--- src/rtl/dac_pkg.sv ---
package dac_pkg;
   // ==================================================================
   // Sizes and timing
   // ==================================================================
   localparam int DAC_SAMPLE_W     = 8;
   localparam int DAC_CAL_PHASE    = 80;     // Sample clocks per phase
   localparam int DAC_SHORT_EXP    = 25;     // Delay 2**25 with select low
   localparam int DAC_LONG_EXP     = 31;     // Delay 2**31 with select high
   localparam int DAC_PRIMARY_LAT  = 13;     // Falling edges to primary bus
   localparam int DAC_DELAYED_LAT  = 14;     // Falling edges to delayed bus
   localparam int DAC_CAL_CYCLES   = 1024;   // Calibration run length
   localparam int DAC_DLY_W        = 32;

   // ==================================================================
   // Register map (Wishbone, byte addresses)
   // ==================================================================
   localparam logic [7:0] DAC_CTRL_ADDR   = 8'h00;
   localparam logic [7:0] DAC_STATUS_ADDR = 8'h04;
   localparam logic [7:0] DAC_EXT_ADDR    = 8'h08;
   localparam logic [7:0] DAC_ID_ADDR     = 8'h0C;
   localparam logic [31:0] DAC_CTRL_RST   = 32'h0000_0000;
   localparam logic [31:0] DAC_EXT_RST    = 32'h0000_0000;
   localparam logic [31:0] DAC_UNMAPPED   = 32'h0000_0000;
   // CTRL bit positions
   localparam int DAC_CTRL_EXT_BIT  = 0;
   // EXT register field positions
   localparam int DAC_EXT_DRIVE_BIT = 0;
   localparam int DAC_EXT_EDGE_BIT  = 1;
   localparam int DAC_EXT_RANGE_BIT = 2;
   localparam int DAC_EXT_DLY_BIT   = 3;
   // STATUS bit positions
   localparam int DAC_ST_TRIM_BIT   = 0;
   localparam int DAC_ST_RANGE_BIT  = 1;
   localparam int DAC_ST_DONE_BIT   = 2;

   // Effective control settings after pin/register selection
   typedef struct packed {
      logic drive_strength_select;
      logic launch_edge_select;
      logic input_range_select;
      logic trim_delay_select;
   } dac_cfg_s;

   // One converted sample pair with a combined over-range flag
   typedef struct packed {
      logic [DAC_SAMPLE_W-1:0] i_code;
      logic [DAC_SAMPLE_W-1:0] q_code;
      logic                    over_range;
   } dac_sample_s;
endpackage : dac_pkg

--- src/rtl/dac_cal_cmd.sv ---
`timescale 1ns/1ns
// Detects a valid calibration command: low 80 then high 80 sample clocks
module dac_cal_cmd
   import dac_pkg::*;
#(
   parameter int PHASE = DAC_CAL_PHASE
) (
   // Clock and reset
   input  wire logic sys_clk,
   input  wire logic reset_n,
   // Sample clock tick and synchronised pin
   input  wire logic tick,
   input  wire logic cal_level,
   // Result
   output logic      cmd_pulse,
   output logic      armed_low
);
   localparam int CW = $clog2(PHASE + 1);
   logic [CW-1:0] count;
   logic          seen_low;

   // Phase counter in sample clocks; short phases are discarded
   always_ff @(posedge sys_clk or negedge reset_n) begin
      if (!reset_n) begin
         count     <= '0;
         seen_low  <= 1'b0;
         cmd_pulse <= 1'b0;
         armed_low <= 1'b0;
      end else begin
         cmd_pulse <= 1'b0;
         if (tick) begin
            if (!cal_level) begin
               // Low phase: count up to the required length, saturating
               armed_low <= 1'b0;
               if (!seen_low) begin
                  count    <= CW'(1);
                  seen_low <= 1'b1;
               end else if (count != CW'(PHASE)) begin
                  count <= count + CW'(1);
               end
            end else begin
               seen_low <= 1'b0;
               if (seen_low) begin
                  if (count == CW'(PHASE)) begin
                     armed_low <= 1'b1;
                     count     <= CW'(1);
                  end else begin
                     count <= '0;
                  end
               end else if (armed_low) begin
                  if (count == CW'(PHASE - 1)) begin
                     cmd_pulse <= 1'b1;
                     armed_low <= 1'b0;
                     count     <= '0;
                  end else begin
                     count <= count + CW'(1);
                  end
               end
            end
         end
      end
   end
endmodule : dac_cal_cmd

--- src/rtl/dac_latency.sv ---
`timescale 1ns/1ns
// Shift line of sample pairs advanced on each sample clock tick
module dac_latency
   import dac_pkg::*;
#(
   parameter int DEPTH = DAC_DELAYED_LAT
) (
   // Clock and reset
   input  wire logic        sys_clk,
   input  wire logic        reset_n,
   // Stream
   input  wire logic        tick,
   input  wire dac_sample_s din,
   output dac_sample_s      tap_primary,
   output dac_sample_s      tap_delayed
);
   dac_sample_s stage [DEPTH];

   // Storage advances one position per falling sample clock edge
   genvar g;
   generate
      for (g = 0; g < DEPTH; g++) begin : g_stage
         always_ff @(posedge sys_clk or negedge reset_n) begin
            if (!reset_n) begin
               stage[g] <= '0;
            end else if (tick) begin
               stage[g] <= (g == 0) ? din : stage[(g == 0) ? 0 : g-1];
            end
         end
      end
   endgenerate

   // Taps at the two documented latencies
   assign tap_primary = stage[DAC_PRIMARY_LAT-1];
   assign tap_delayed = stage[DEPTH-1];
endmodule : dac_latency

--- src/rtl/dac_ctrl.sv ---
`timescale 1ns/1ns
module dac_ctrl
   import dac_pkg::*;
#(
   parameter int SHORT_DELAY = 2**DAC_SHORT_EXP,
   parameter longint LONG_DELAY = 64'h0000_0000_0000_0001 << DAC_LONG_EXP,
   parameter int CAL_CYCLES  = DAC_CAL_CYCLES
) (
   // Clock and reset
   input  wire logic                    sys_clk,
   input  wire logic                    reset_n,
   // Wishbone slave
   input  wire logic                    wb_cyc_i,
   input  wire logic                    wb_stb_i,
   input  wire logic                    wb_we_i,
   input  wire logic [7:0]              wb_adr_i,
   input  wire logic [3:0]              wb_sel_i,
   input  wire logic [31:0]             wb_dat_i,
   output logic      [31:0]             wb_dat_o,
   output logic                         wb_ack_o,
   // Sample clock and converted codes
   input  wire logic                    sample_clk,
   input  wire logic [DAC_SAMPLE_W-1:0] i_raw,
   input  wire logic [DAC_SAMPLE_W-1:0] q_raw,
   input  wire logic                    i_under,
   input  wire logic                    i_over,
   input  wire logic                    q_under,
   input  wire logic                    q_over,
   // Control pins
   input  wire logic                    cal_request,
   input  wire logic                    sleep_request,
   input  wire logic                    trim_delay_select,
   input  wire logic                    input_range_select,
   input  wire logic                    drive_strength_select,
   input  wire logic                    launch_edge_select,
   // Outputs
   output logic      [DAC_SAMPLE_W-1:0] i_primary_bus,
   output logic      [DAC_SAMPLE_W-1:0] i_delayed_bus,
   output logic      [DAC_SAMPLE_W-1:0] q_primary_bus,
   output logic      [DAC_SAMPLE_W-1:0] q_delayed_bus,
   output logic                         out_of_range,
   output logic                         trim_in_progress,
   output dac_cfg_s                     cfg_out
);
   // ==================================================================
   // Synchronisers
   // ==================================================================
   localparam int NSYNC = 8;
   logic [NSYNC-1:0] sync_a;
   logic [NSYNC-1:0] sync_b;
   logic [NSYNC-1:0] pins_in;
   logic             clk_q;
   logic             tick;

   assign pins_in = {sample_clk, cal_request, sleep_request,
                     trim_delay_select, input_range_select,
                     drive_strength_select, launch_edge_select, 1'b0};

   // Two flip-flops on the sample clock and every control pin from outside the clock domain
   always_ff @(posedge sys_clk or negedge reset_n) begin
      if (!reset_n) begin
         sync_a <= '0;
         sync_b <= '0;
      end else begin
         sync_a <= pins_in;
         sync_b <= sync_a;
      end
   end

   wire clk_s   = sync_b[7];
   wire cal_s   = sync_b[6];
   wire sleep_s = sync_b[5];

   // Falling edge of the sample clock marks a sample
   always_ff @(posedge sys_clk or negedge reset_n) begin
      if (!reset_n) begin
         clk_q <= 1'b0;
      end else begin
         clk_q <= clk_s;
      end
   end
   assign tick = clk_q && !clk_s;

   // ==================================================================
   // Registers
   // ==================================================================
   logic [31:0] ctrl_reg;
   logic [31:0] ext_reg;
   logic        cal_done;
   wire         wb_req = wb_cyc_i && wb_stb_i && !wb_ack_o;
   wire         ext_mode = ctrl_reg[DAC_CTRL_EXT_BIT];

   // Byte-lane write
   function automatic logic [31:0] lane_write(input logic [31:0] old,
                                              input logic [31:0] nw,
                                              input logic [3:0]  sel);
      logic [31:0] r;
      r = old;
      for (int b = 0; b < 4; b++) begin
         if (sel[b]) begin
            r[8*b +: 8] = nw[8*b +: 8];
         end
      end
      return r;
   endfunction : lane_write

   // Register writes, ack one cycle after the request
   always_ff @(posedge sys_clk or negedge reset_n) begin
      if (!reset_n) begin
         ctrl_reg <= DAC_CTRL_RST;
         ext_reg  <= DAC_EXT_RST;
         wb_ack_o <= 1'b0;
      end else begin
         wb_ack_o <= wb_req;
         if (wb_req && wb_we_i) begin
            if (wb_adr_i == DAC_CTRL_ADDR) begin
               ctrl_reg <= lane_write(ctrl_reg, wb_dat_i, wb_sel_i)
                           & 32'h0000_0001;
            end
            if (wb_adr_i == DAC_EXT_ADDR) begin
               ext_reg <= lane_write(ext_reg, wb_dat_i, wb_sel_i)
                          & 32'h0000_000F;
            end
         end
      end
   end

   // Read data
   always_ff @(posedge sys_clk or negedge reset_n) begin
      if (!reset_n) begin
         wb_dat_o <= DAC_UNMAPPED;
      end else if (wb_req && !wb_we_i) begin
         case (wb_adr_i)
            DAC_CTRL_ADDR:   wb_dat_o <= ctrl_reg;
            DAC_EXT_ADDR:    wb_dat_o <= ext_reg;
            DAC_STATUS_ADDR: wb_dat_o <= {29'd0, cal_done, out_of_range,
                                          trim_in_progress};
            default:         wb_dat_o <= DAC_UNMAPPED;
         endcase
      end
   end

   // ==================================================================
   // Pin or register control selection
   // ==================================================================
   dac_cfg_s cfg;
   always_comb begin
      if (ext_mode) begin
         cfg.drive_strength_select = ext_reg[DAC_EXT_DRIVE_BIT];
         cfg.launch_edge_select    = ext_reg[DAC_EXT_EDGE_BIT];
         cfg.input_range_select    = ext_reg[DAC_EXT_RANGE_BIT];
         cfg.trim_delay_select     = ext_reg[DAC_EXT_DLY_BIT];
      end else begin
         cfg.drive_strength_select = sync_b[2];
         cfg.launch_edge_select    = sync_b[1];
         cfg.input_range_select    = sync_b[3];
         cfg.trim_delay_select     = sync_b[4];
      end
   end

   always_ff @(posedge sys_clk or negedge reset_n) begin
      if (!reset_n) begin
         cfg_out <= '0;
      end else begin
         cfg_out <= cfg;
      end
   end

   // ==================================================================
   // Calibration sequencer
   // ==================================================================
   typedef enum logic [1:0] {ST_WAIT, ST_IDLE, ST_RUN} dac_cal_e;
   dac_cal_e        state;
   logic [DAC_DLY_W-1:0] dly_cnt;
   logic [DAC_DLY_W-1:0] run_cnt;
   logic            first_tick;
   logic            suppressed;
   logic            cmd_pulse;

   dac_cal_cmd #(.PHASE(DAC_CAL_PHASE)) u_cmd (
      .sys_clk   (sys_clk),
      .reset_n   (reset_n),
      .tick      (tick),
      .cal_level (cal_s),
      .cmd_pulse (cmd_pulse),
      .armed_low ()
   );

   wire [DAC_DLY_W-1:0] dly_target = cfg.trim_delay_select ?
        DAC_DLY_W'(LONG_DELAY) : DAC_DLY_W'(SHORT_DELAY);

   // Power-up delay, command start, run and sleep interlock
   always_ff @(posedge sys_clk or negedge reset_n) begin
      if (!reset_n) begin
         state      <= ST_WAIT;
         dly_cnt    <= '0;
         run_cnt    <= '0;
         first_tick <= 1'b1;
         suppressed <= 1'b0;
         cal_done   <= 1'b0;
      end else begin
         if (tick) begin
            first_tick <= 1'b0;
            if (first_tick && cal_s) begin
               suppressed <= 1'b1;
            end
         end
         case (state)
            ST_WAIT: begin
               if (cmd_pulse && !sleep_s) begin
                  state   <= ST_RUN;
                  run_cnt <= '0;
               end else if (tick && !sleep_s && !suppressed &&
                            !(first_tick && cal_s)) begin
                  if (dly_cnt >= dly_target - DAC_DLY_W'(1)) begin
                     state   <= ST_RUN;
                     run_cnt <= '0;
                  end else begin
                     dly_cnt <= dly_cnt + DAC_DLY_W'(1);
                  end
               end
            end
            ST_IDLE: begin
               if (cmd_pulse && !sleep_s) begin
                  state   <= ST_RUN;
                  run_cnt <= '0;
               end
            end
            ST_RUN: begin
               // Commands here are ignored until completion or sleep
               if (sleep_s) begin
                  state <= ST_IDLE;
               end else if (tick) begin
                  if (run_cnt == DAC_DLY_W'(CAL_CYCLES - 1)) begin
                     state    <= ST_IDLE;
                     cal_done <= 1'b1;
                  end else begin
                     run_cnt <= run_cnt + DAC_DLY_W'(1);
                  end
               end
            end
            default: state <= ST_IDLE;
         endcase
      end
   end

   // Busy output tracks the running state
   always_ff @(posedge sys_clk or negedge reset_n) begin
      if (!reset_n) begin
         trim_in_progress <= 1'b0;
      end else begin
         trim_in_progress <= (state == ST_RUN) && !sleep_s;
      end
   end

   // ==================================================================
   // Data path
   // ==================================================================
   function automatic logic [DAC_SAMPLE_W-1:0] clamp(
         input logic [DAC_SAMPLE_W-1:0] code,
         input logic under, input logic over);
      if (under) begin
         return '0;
      end else if (over) begin
         return '1;
      end
      return code;
   endfunction : clamp

   dac_sample_s din;
   dac_sample_s tap_p;
   dac_sample_s tap_d;
   logic        phase;

   assign din.i_code     = clamp(i_raw, i_under, i_over);
   assign din.q_code     = clamp(q_raw, q_under, q_over);
   assign din.over_range = i_under | i_over | q_under | q_over;

   dac_latency #(.DEPTH(DAC_DELAYED_LAT)) u_lat (
      .sys_clk     (sys_clk),
      .reset_n     (reset_n),
      .tick        (tick),
      .din         (din),
      .tap_primary (tap_p),
      .tap_delayed (tap_d)
   );

   // Demux: buses update on every second sample, hold during sleep
   always_ff @(posedge sys_clk or negedge reset_n) begin
      if (!reset_n) begin
         phase         <= 1'b0;
         i_primary_bus <= '0;
         i_delayed_bus <= '0;
         q_primary_bus <= '0;
         q_delayed_bus <= '0;
         out_of_range  <= 1'b0;
      end else if (tick && !sleep_s) begin
         phase <= !phase;
         if (phase) begin
            i_primary_bus <= tap_p.i_code;
            i_delayed_bus <= tap_d.i_code;
            q_primary_bus <= tap_p.q_code;
            q_delayed_bus <= tap_d.q_code;
            out_of_range  <= tap_p.over_range | tap_d.over_range;
         end
      end
   end
endmodule : dac_ctrl

--- config.mk ---
export PLATFORM = sky130hd
export DESIGN_NAME = dac_ctrl
export DESIGN_NICKNAME = d
export VERILOG_FILES = /design/src/rtl/dac_pkg.sv /design/src/rtl/dac_cal_cmd.sv /design/src/rtl/dac_latency.sv /design/src/rtl/dac_ctrl.sv
export SDC_FILE = /design/constraint.sdc
export NUM_CORES = 1
export LEC_CHECK = 0
export ABC_AREA = 1
export ABC_CLOCK_PERIOD_IN_PS = 5200
export BUFFER_PORTS_ARGS = -buffer_cell sky130_fd_sc_hd__buf_2
export CAP_MARGIN = 25
export CORE_MARGIN = 2
export CORE_UTILIZATION = 52
export DETAILED_ROUTE_END_ITERATION = 8
export PLACE_DENSITY_LB_ADDON = 0.05
export SETUP_SLACK_MARGIN = 0.5
export SYNTH_ARGS = -nofsm -noshare
export SYNTH_HDL_FRONTEND = slang
export SYNTH_SLANG_ARGS = --single-unit
--- constraint.sdc ---
create_clock -name sys_clk -period 5.2 [get_ports sys_clk]
set_clock_uncertainty 0.05 [all_clocks]
set_input_delay 0.52 -clock sys_clk [delete_from_list [all_inputs] [get_ports sys_clk]]
set_output_delay 0.52 -clock sys_clk [all_outputs]
set_load 0.01 [all_outputs]
==> reports/qor.log, run 1 <==
[outcome] run status finished with violations
[outcome] violated checks negative hold slack
[timing] # setup viols final 0
[cts] Num Clock Sinks 381
[global_route] met1 usage in global routing 0.277
[synth] library cells used by synthesis 42
[final_layout] utilization of the core after routing 0.594
[worst_hold_path] Worst Hold Class in -> async
[timing] slew at the pin closest to its max-slew limit 1.16 ns
[setup_path] startpoint class of the critical path flop
[global_route] first-pass GRT wire length 57.9 mm
[global_route] Global Route met2 Usage 0.356
[synth] post-synthesis sequential area ratio 0.567
[synth] Syn Area/Cell 8.27 um2
[timing] final clock period utilization by the worst path 0.558
[drt] drt pass-1 iters 5
[timing] shortest period the worst path allows 2.90 ns
[cts] H-tree levels 2
[synth] post-synthesis sequential element count 381
[setup_path] crit end category flop
[drt] total vias in the final route 12588
[timing] final hold vios 5
[cts] clock root buffer clkbuf_16
[power_and_ir_drop] sequential share of power 0.501
[global_route] overall routing resource usage 0.208
[drt] total DRC errors in the routed layout 0
[synth] async set-reset flop share out of synthesis 1.00
[timing] post-route worst hold slack -0.0233 ns
[final_layout] Syn-to-layout area delta 12.0%
[power_and_ir_drop] power per standard cell area 383 nW/um2
[placed_design] final HPWL from detailed placement 21.3 mm
[setup_path] delay of the slowest critical-path stage 0.75 ns
[die] top-level I/O count 147
[placed_design] final weighted congestion of routability-driven global placement 0.877
[synth] most area-hungry cell type in the Yosys netlist dfrtp_1
[drt] per-cell routed wire length 13.4 um
[synth] area of the mapped netlist 16800 um2
[setup_path] cell at the slowest stage of the critical path nand4_2
[global_route] number of global-route vias before repair 12163
[final_layout] Filler cells 2897
[die] Std-Cell Rows 65
[timing] achievable frequency 345 MHz
[power_and_ir_drop] switching share of power 0.257
[die] Die Outline Area 33800 um2
[power_and_ir_drop] share of total power in combinational logic 0.097
[synth] most frequently used flop master after synthesis dfrtp_1
[synth] Post-synth EDFFs 0
[final_layout] fraction of final layout cells with drive strength greater than 1 0.0913
[die] die width 184 um
[global_route] number of antenna violations at the first check in global routing 0
[timing] worst rel slew slack 0.226
[synth] count of synthesis-stage warnings from yosys 0
[power_and_ir_drop] Int Pwr 5350 uW
[placed_design] number of buffer cells added on primary ports 87
[setup_path] worst endpoint required time 5.54 ns
[cts] clock tree from TritonCTS done
[cts] number of clock buffers inserted by TritonCTS 41
[global_route] pin count of the biggest net entering global routing 255
[cts] Reg clk slew, reported paths 0.06 ns
[synth] Synth Instances 2034
[power_and_ir_drop] leakage power of the design 0.00937 uW
[die] standard cell core area 31700 um2
[flow_run] Max Cap Violations 0
[final_layout] most frequent cells in the layout nand2_1, dfrtp_1, o21ai_0
[timing] setup_tns 0 ns
[die] Die H 184 um
[final_layout] registers with the most flip-flops u_lat.stage x204, dly_cnt x32, run_cnt x32
[cts] worst skew pair latency 0.55 ns
[power_and_ir_drop] Tot Pwr 7210 uW
[setup_path] logic depth of the worst register-to-register path 9
[timing] unrepaired setup endpoints after global routing false
[drt] final antenna-violating net count 0
[synth] Synth area leaders dfrtp_1, nand2_1, o21ai_0
[setup_path] CP most frequent cell nand3_1
[global_route] aggregate global routing overflow 0
[die] initial core utilization 0.530
[global_route] GR peak layer met2
[power_and_ir_drop] worst ir drop on vdd 0.339 mV
[timing] Slew Limit Fails 0
[setup_path] CP arrival 3.24 ns
[drt] drt first-iter violations 780
[setup_path] CP Cell Sequence nand2_1 -> o21ai_0 -> buf_4 -> ha_1 -> nand3_1 -> nand3_1 -> a21oi_2 -> nand4_2 -> xor2_1
[setup_path] largest fanout on the critical path 34
[power_and_ir_drop] clock share of power 0.402
[synth] area share of the largest cell type after synthesis 0.566
[final_layout] ant diodes 0
[setup_path] WS Path Type reg -> reg
[global_route] met3 Use GR 0.0335
[final_layout] most common library cell in the layout ignoring fill and taps nand2_1
[drt] Vias per Instance 4.98
[cts] maximum clock path buffer count 3
[drt] aggregate routed wire length 33.8 mm
[final_layout] register name with the most flops u_lat.stage
[final_layout] Layout Nets 2182
[final_layout] number of flip-flops in the largest register 204
[power_and_ir_drop] Psw 1850 uW
-- timing repair --
item | CTS | global route
hold buffers | 1 | 0
setup endpoints to repair | 0 | 0
gates resized for setup | 0 | 0
endpoints found under the hold margin | 1 | 0
buffers inserted | 0 | 0
-- metal layers --
metal  part of all wire  vias to the layer above
met5                  0                        -
met4              0.020                        0
met3              0.032                       50
met2               0.49                      140
met1               0.45                     5988
li1                   -                     6410
-- power groups by stage --
stage	registers, uW	logic (uW)	clock network [uW]
after floorplan	3630	472	0
after global placement	3650	687	0
after detailed placement	3660	712	0
after CTS	3610	719	2990
after global routing	3660	837	3120
final	3610	700	2900
-- synthesized netlist by cell type (3+ instances only) --
cell type / instances
a21oi_1: 5
buf_1: 11
buf_2: 12
buf_4: 31
clkbuf_1: 48
dfrtp_1: 380
ha_1: 10
inv_1: 161
inv_2: 7
nand2_1: 824
nand2_2: 5
nand2_4: 3
nand3_1: 80
nand3b_1: 3
nand4_1: 7
nor2_1: 139
nor2_2: 6
nor2_4: 4
nor3_1: 18
o21ai_0: 205
o21ai_1: 10
o21bai_1: 4
xnor2_1: 11
xor2_1: 28
-- final timing paths --
kind,startpoint,to,slack (ns)
worst min register to register,sync_a[4],sync_b[4],0.30
max in group asynchronous,reset_n,dly_cnt[23],3.84
worst max-delay path,ctrl_reg[0],dly_cnt[0],2.30
worst min-delay path,reset_n,run_cnt[29],-0.02
worst max register to register,ctrl_reg[0],dly_cnt[0],2.30
min in group sys_clk,input_range_select,sync_a[3],0.02
-- worst max-delay path: cells and delay by family (launching register included) --
family	cells	cell delay, ns
simple gates	4	1.01
flops	1	0.45
xor+xnor	1	0.37
compound gates	2	0.32
fa+ha+maj	1	0.32
buf+inv	1	0.19
-- kinds of logic (layout without fill, tap and decap cells) --
family / count (synthesis) / in the layout / synth area share
compound gates: 232 / 232 / 0.0710
xor+xnor: 39 / 39 / 0.0203
fa+ha+maj: 10 / 10 / 0.00744
buf+inv: 273 / 338 / 0.0705
flops: 381 / 381 / 0.567
other cells: 1 / 28 / 0.000223
simple gates: 1098 / 1098 / 0.263
-- cell type report --
type / count / area (um2) / area share
inverters: 168 / 636 / 0.0337
repair buffers: 97 / 604 / 0.0321
clock buffers: 59 / 1190 / 0.0634
well taps: 402 / 503 / 0.0267
multi-input cells: 1407 / 6200 / 0.329
clock inverters: 14 / 159 / 0.00844
flip-flops and latches: 381 / 9540 / 0.506
-- stage by stage --
| step | area (um2) | setup slack (ns) | std cells |
|---|---|---|---|
| finish | 18800 | 2.30 | 2528 |
| global route | 18800 | 1.96 | 2528 |
| CTS | 18800 | 2.22 | 2526 |
| detailed placement | 17400 | 2.23 | 2452 |
| global placement | 17400 | 2.29 | 2451 |
| floorplan | 16900 | 2.69 | 2061 |
No activity file was read; power rests on OpenSTA's default activity.
==> run 2: changes to the inputs <==
--- a/config.mk
+++ b/config.mk
@@ -6,7 +6,7 @@
 export NUM_CORES = 1
 export LEC_CHECK = 0
 export ABC_AREA = 1
-export ABC_CLOCK_PERIOD_IN_PS = 5200
+export ABC_CLOCK_PERIOD_IN_PS = 2700
 export BUFFER_PORTS_ARGS = -buffer_cell sky130_fd_sc_hd__buf_2
 export CAP_MARGIN = 25
 export CORE_MARGIN = 2
==> constraint.sdc (replaced) <==
create_clock -name sys_clk -period 2.7 [get_ports sys_clk]
set_clock_uncertainty 0.05 [all_clocks]
set_input_delay 0.27 -clock sys_clk [delete_from_list [all_inputs] [get_ports sys_clk]]
set_output_delay 0.27 -clock sys_clk [all_outputs]
set_load 0.01 [all_outputs]
==> reports/qor.log, run 2 (synthesis gave the netlist of run 1 again) <==
[outcome] run status finished, final reports clean
[final_layout] Syn-to-layout area delta 19.2%
[drt] Vias per Instance 5.05
[final_layout] registers with the most flip-flops u_lat.stage x204, dly_cnt x32, run_cnt x32
[power_and_ir_drop] leakage power of the design 0.00983 uW
[timing] slew at the pin closest to its max-slew limit 0.817 ns
[die] Die Outline Area 33800 um2
[global_route] number of antenna violations at the first check in global routing 0
[cts] number of clock buffers inserted by TritonCTS 41
[global_route] met3 Use GR 0.0303
[global_route] GR peak layer met2
[die] standard cell core area 31700 um2
[global_route] aggregate global routing overflow 0
[final_layout] Layout Nets 2251
[cts] Num Clock Sinks 381
[power_and_ir_drop] worst ir drop on vdd 0.608 mV
[setup_path] crit end category flop
[setup_path] WS Path Type reg -> reg
[cts] Reg clk slew, reported paths 0.06 ns
[die] Std-Cell Rows 65
[drt] total DRC errors in the routed layout 0
[global_route] Global Route met2 Usage 0.374
[timing] final hold vios 0
[final_layout] number of flip-flops in the largest register 204
[placed_design] number of cells in the design after placement 2465
[timing] achievable frequency 429 MHz
[placed_design] number of buffer cells added on primary ports 87
[timing] shortest period the worst path allows 2.33 ns
[final_layout] ant diodes 0
[timing] worst rel slew slack 0.455
[die] Die H 184 um
[drt] final antenna-violating net count 0
[cts] H-tree levels 2
[cts] clock root buffer clkbuf_16
[die] die width 184 um
[power_and_ir_drop] power per standard cell area 696 nW/um2
[die] top-level I/O count 147
[drt] drt first-iter violations 843
[final_layout] most frequent cells in the layout nand2_1, dfrtp_1, o21ai_0
[timing] unrepaired setup endpoints after global routing true
[cts] worst skew pair latency 0.54 ns
[die] initial core utilization 0.530
[drt] total vias in the final route 13105
[final_layout] fraction of final layout cells with drive strength greater than 1 0.140
[drt] aggregate routed wire length 36.7 mm
[global_route] first-pass GRT wire length 61.1 mm
[cts] maximum clock path buffer count 3
[placed_design] final HPWL from detailed placement 22.1 mm
[setup_path] worst endpoint required time 3.12 ns
[timing] setup_tns 0 ns
[drt] per-cell routed wire length 14.1 um
[timing] Slew Limit Fails 0
[global_route] number of global-route vias before repair 12661
[timing] # setup viols final 0
[final_layout] register name with the most flops u_lat.stage
[setup_path] startpoint class of the critical path flop
[setup_path] CP arrival 2.75 ns
[worst_hold_path] Worst Hold Class in -> reg
[final_layout] Cell Count, Final, Fillers Out 2597
[cts] clock tree from TritonCTS done
[final_layout] most common library cell in the layout ignoring fill and taps nand2_1
[setup_path] largest fanout on the critical path 7
[timing] post-route worst hold slack 0.0217 ns
[placed_design] final weighted congestion of routability-driven global placement 0.879
[global_route] met1 usage in global routing 0.293
[timing] final clock period utilization by the worst path 0.863
[drt] drt pass-1 iters 5
[global_route] pin count of the biggest net entering global routing 155
[flow_run] Max Cap Violations 0
[global_route] overall routing resource usage 0.220
run 2: changes by cell type in the layout (fill, tap and decap cells not counted), moves of 6 or more:
cell           previous run  this run
nand2_2                   6        46
buf_12                    3        17
buf_4                     3        16
ha_1                     10         3
ha_4                      0         6
nand2_4                   3        15
dlygate4sd3_1             1        32
nand2_1                 823       772
run 2: power by group:
| part | internal [uW] | leakage (uW) | switching (uW) |
|---|---|---|---|
| Sequential | 6540 | 0.00509 | 415 |
| Combinational | 547 | 0.00406 | 906 |
| Clock | 3300 | 0.000676 | 2240 |
| Total | 10400 | 0.00983 | 3560 |
run 2: cell type report:
cell class                 instances  area (um2)
tap                              402         503
sequential                       381        9540
timing repair buffer             161        1400
clock inverter                    17         166
inverter                         168         636
fill                            2731       11700
multi-input combinational       1412        6600
clock buffer                      56        1190
run 2: critical path, stage by stage (launching register included):
cell and delay [ns]:
dfrtp_2 0.42, o21ai_2 0.15, buf_6 0.20, ha_4 0.23, nand3_2 0.08, nand3_2 0.11
a21oi_4 0.19, nand2_4 0.09, buf_6 0.12, nor3_4 0.19, buf_12 0.15, clkbuf_16 0.16
nand2_2 0.06, nand2_1 0.07
run 2: what timing repair did:
item | CTS | global route
cloned | 7 | 4
endpoints found under the hold margin | 111 | 0
setup endpoints to repair | 66 | 108
hold buffers | 32 | 0
pin swaps | 18 | 30
resized for setup | 51 | 52
setup buffers | 10 | 6
run 2: worst paths after layout:
check	from	to	slack, ns	cells after the start
setup reg to reg	ctrl_reg[0]	dly_cnt[27]	0.37	13
hold / removal	i_raw[2]	u_lat.stage[232]	0.02	3
setup / recovery	ctrl_reg[0]	dly_cnt[27]	0.37	13
min in group asynchronous	reset_n	run_cnt[16]	0.27	2
max in group asynchronous	reset_n	sync_b[1]	1.37	3
hold reg to reg	sync_a[3]	sync_b[3]	0.30	0
run 2: stage by stage:
step                      utilization  area (um2)  worst slack (ns)  total power [uW]
after detailed placement        0.555       17600             0.219              8460
after floorplan                     -       16900             0.511              7890
after global routing            0.632       20000             0.299             14700
final                           0.632       20000             0.370             14000
after global placement          0.555       17600             0.281              8390
after CTS                       0.622       19700             0.438             14100
run 2: per-layer routing:
metal  share of wire  up-vias  routed length (um)
met2            0.50      194               18300
met3           0.029       66                1070
li1                -     6553                   -
met4           0.026        0                 966
met5               0        -                   0
met1            0.45     6292               16400
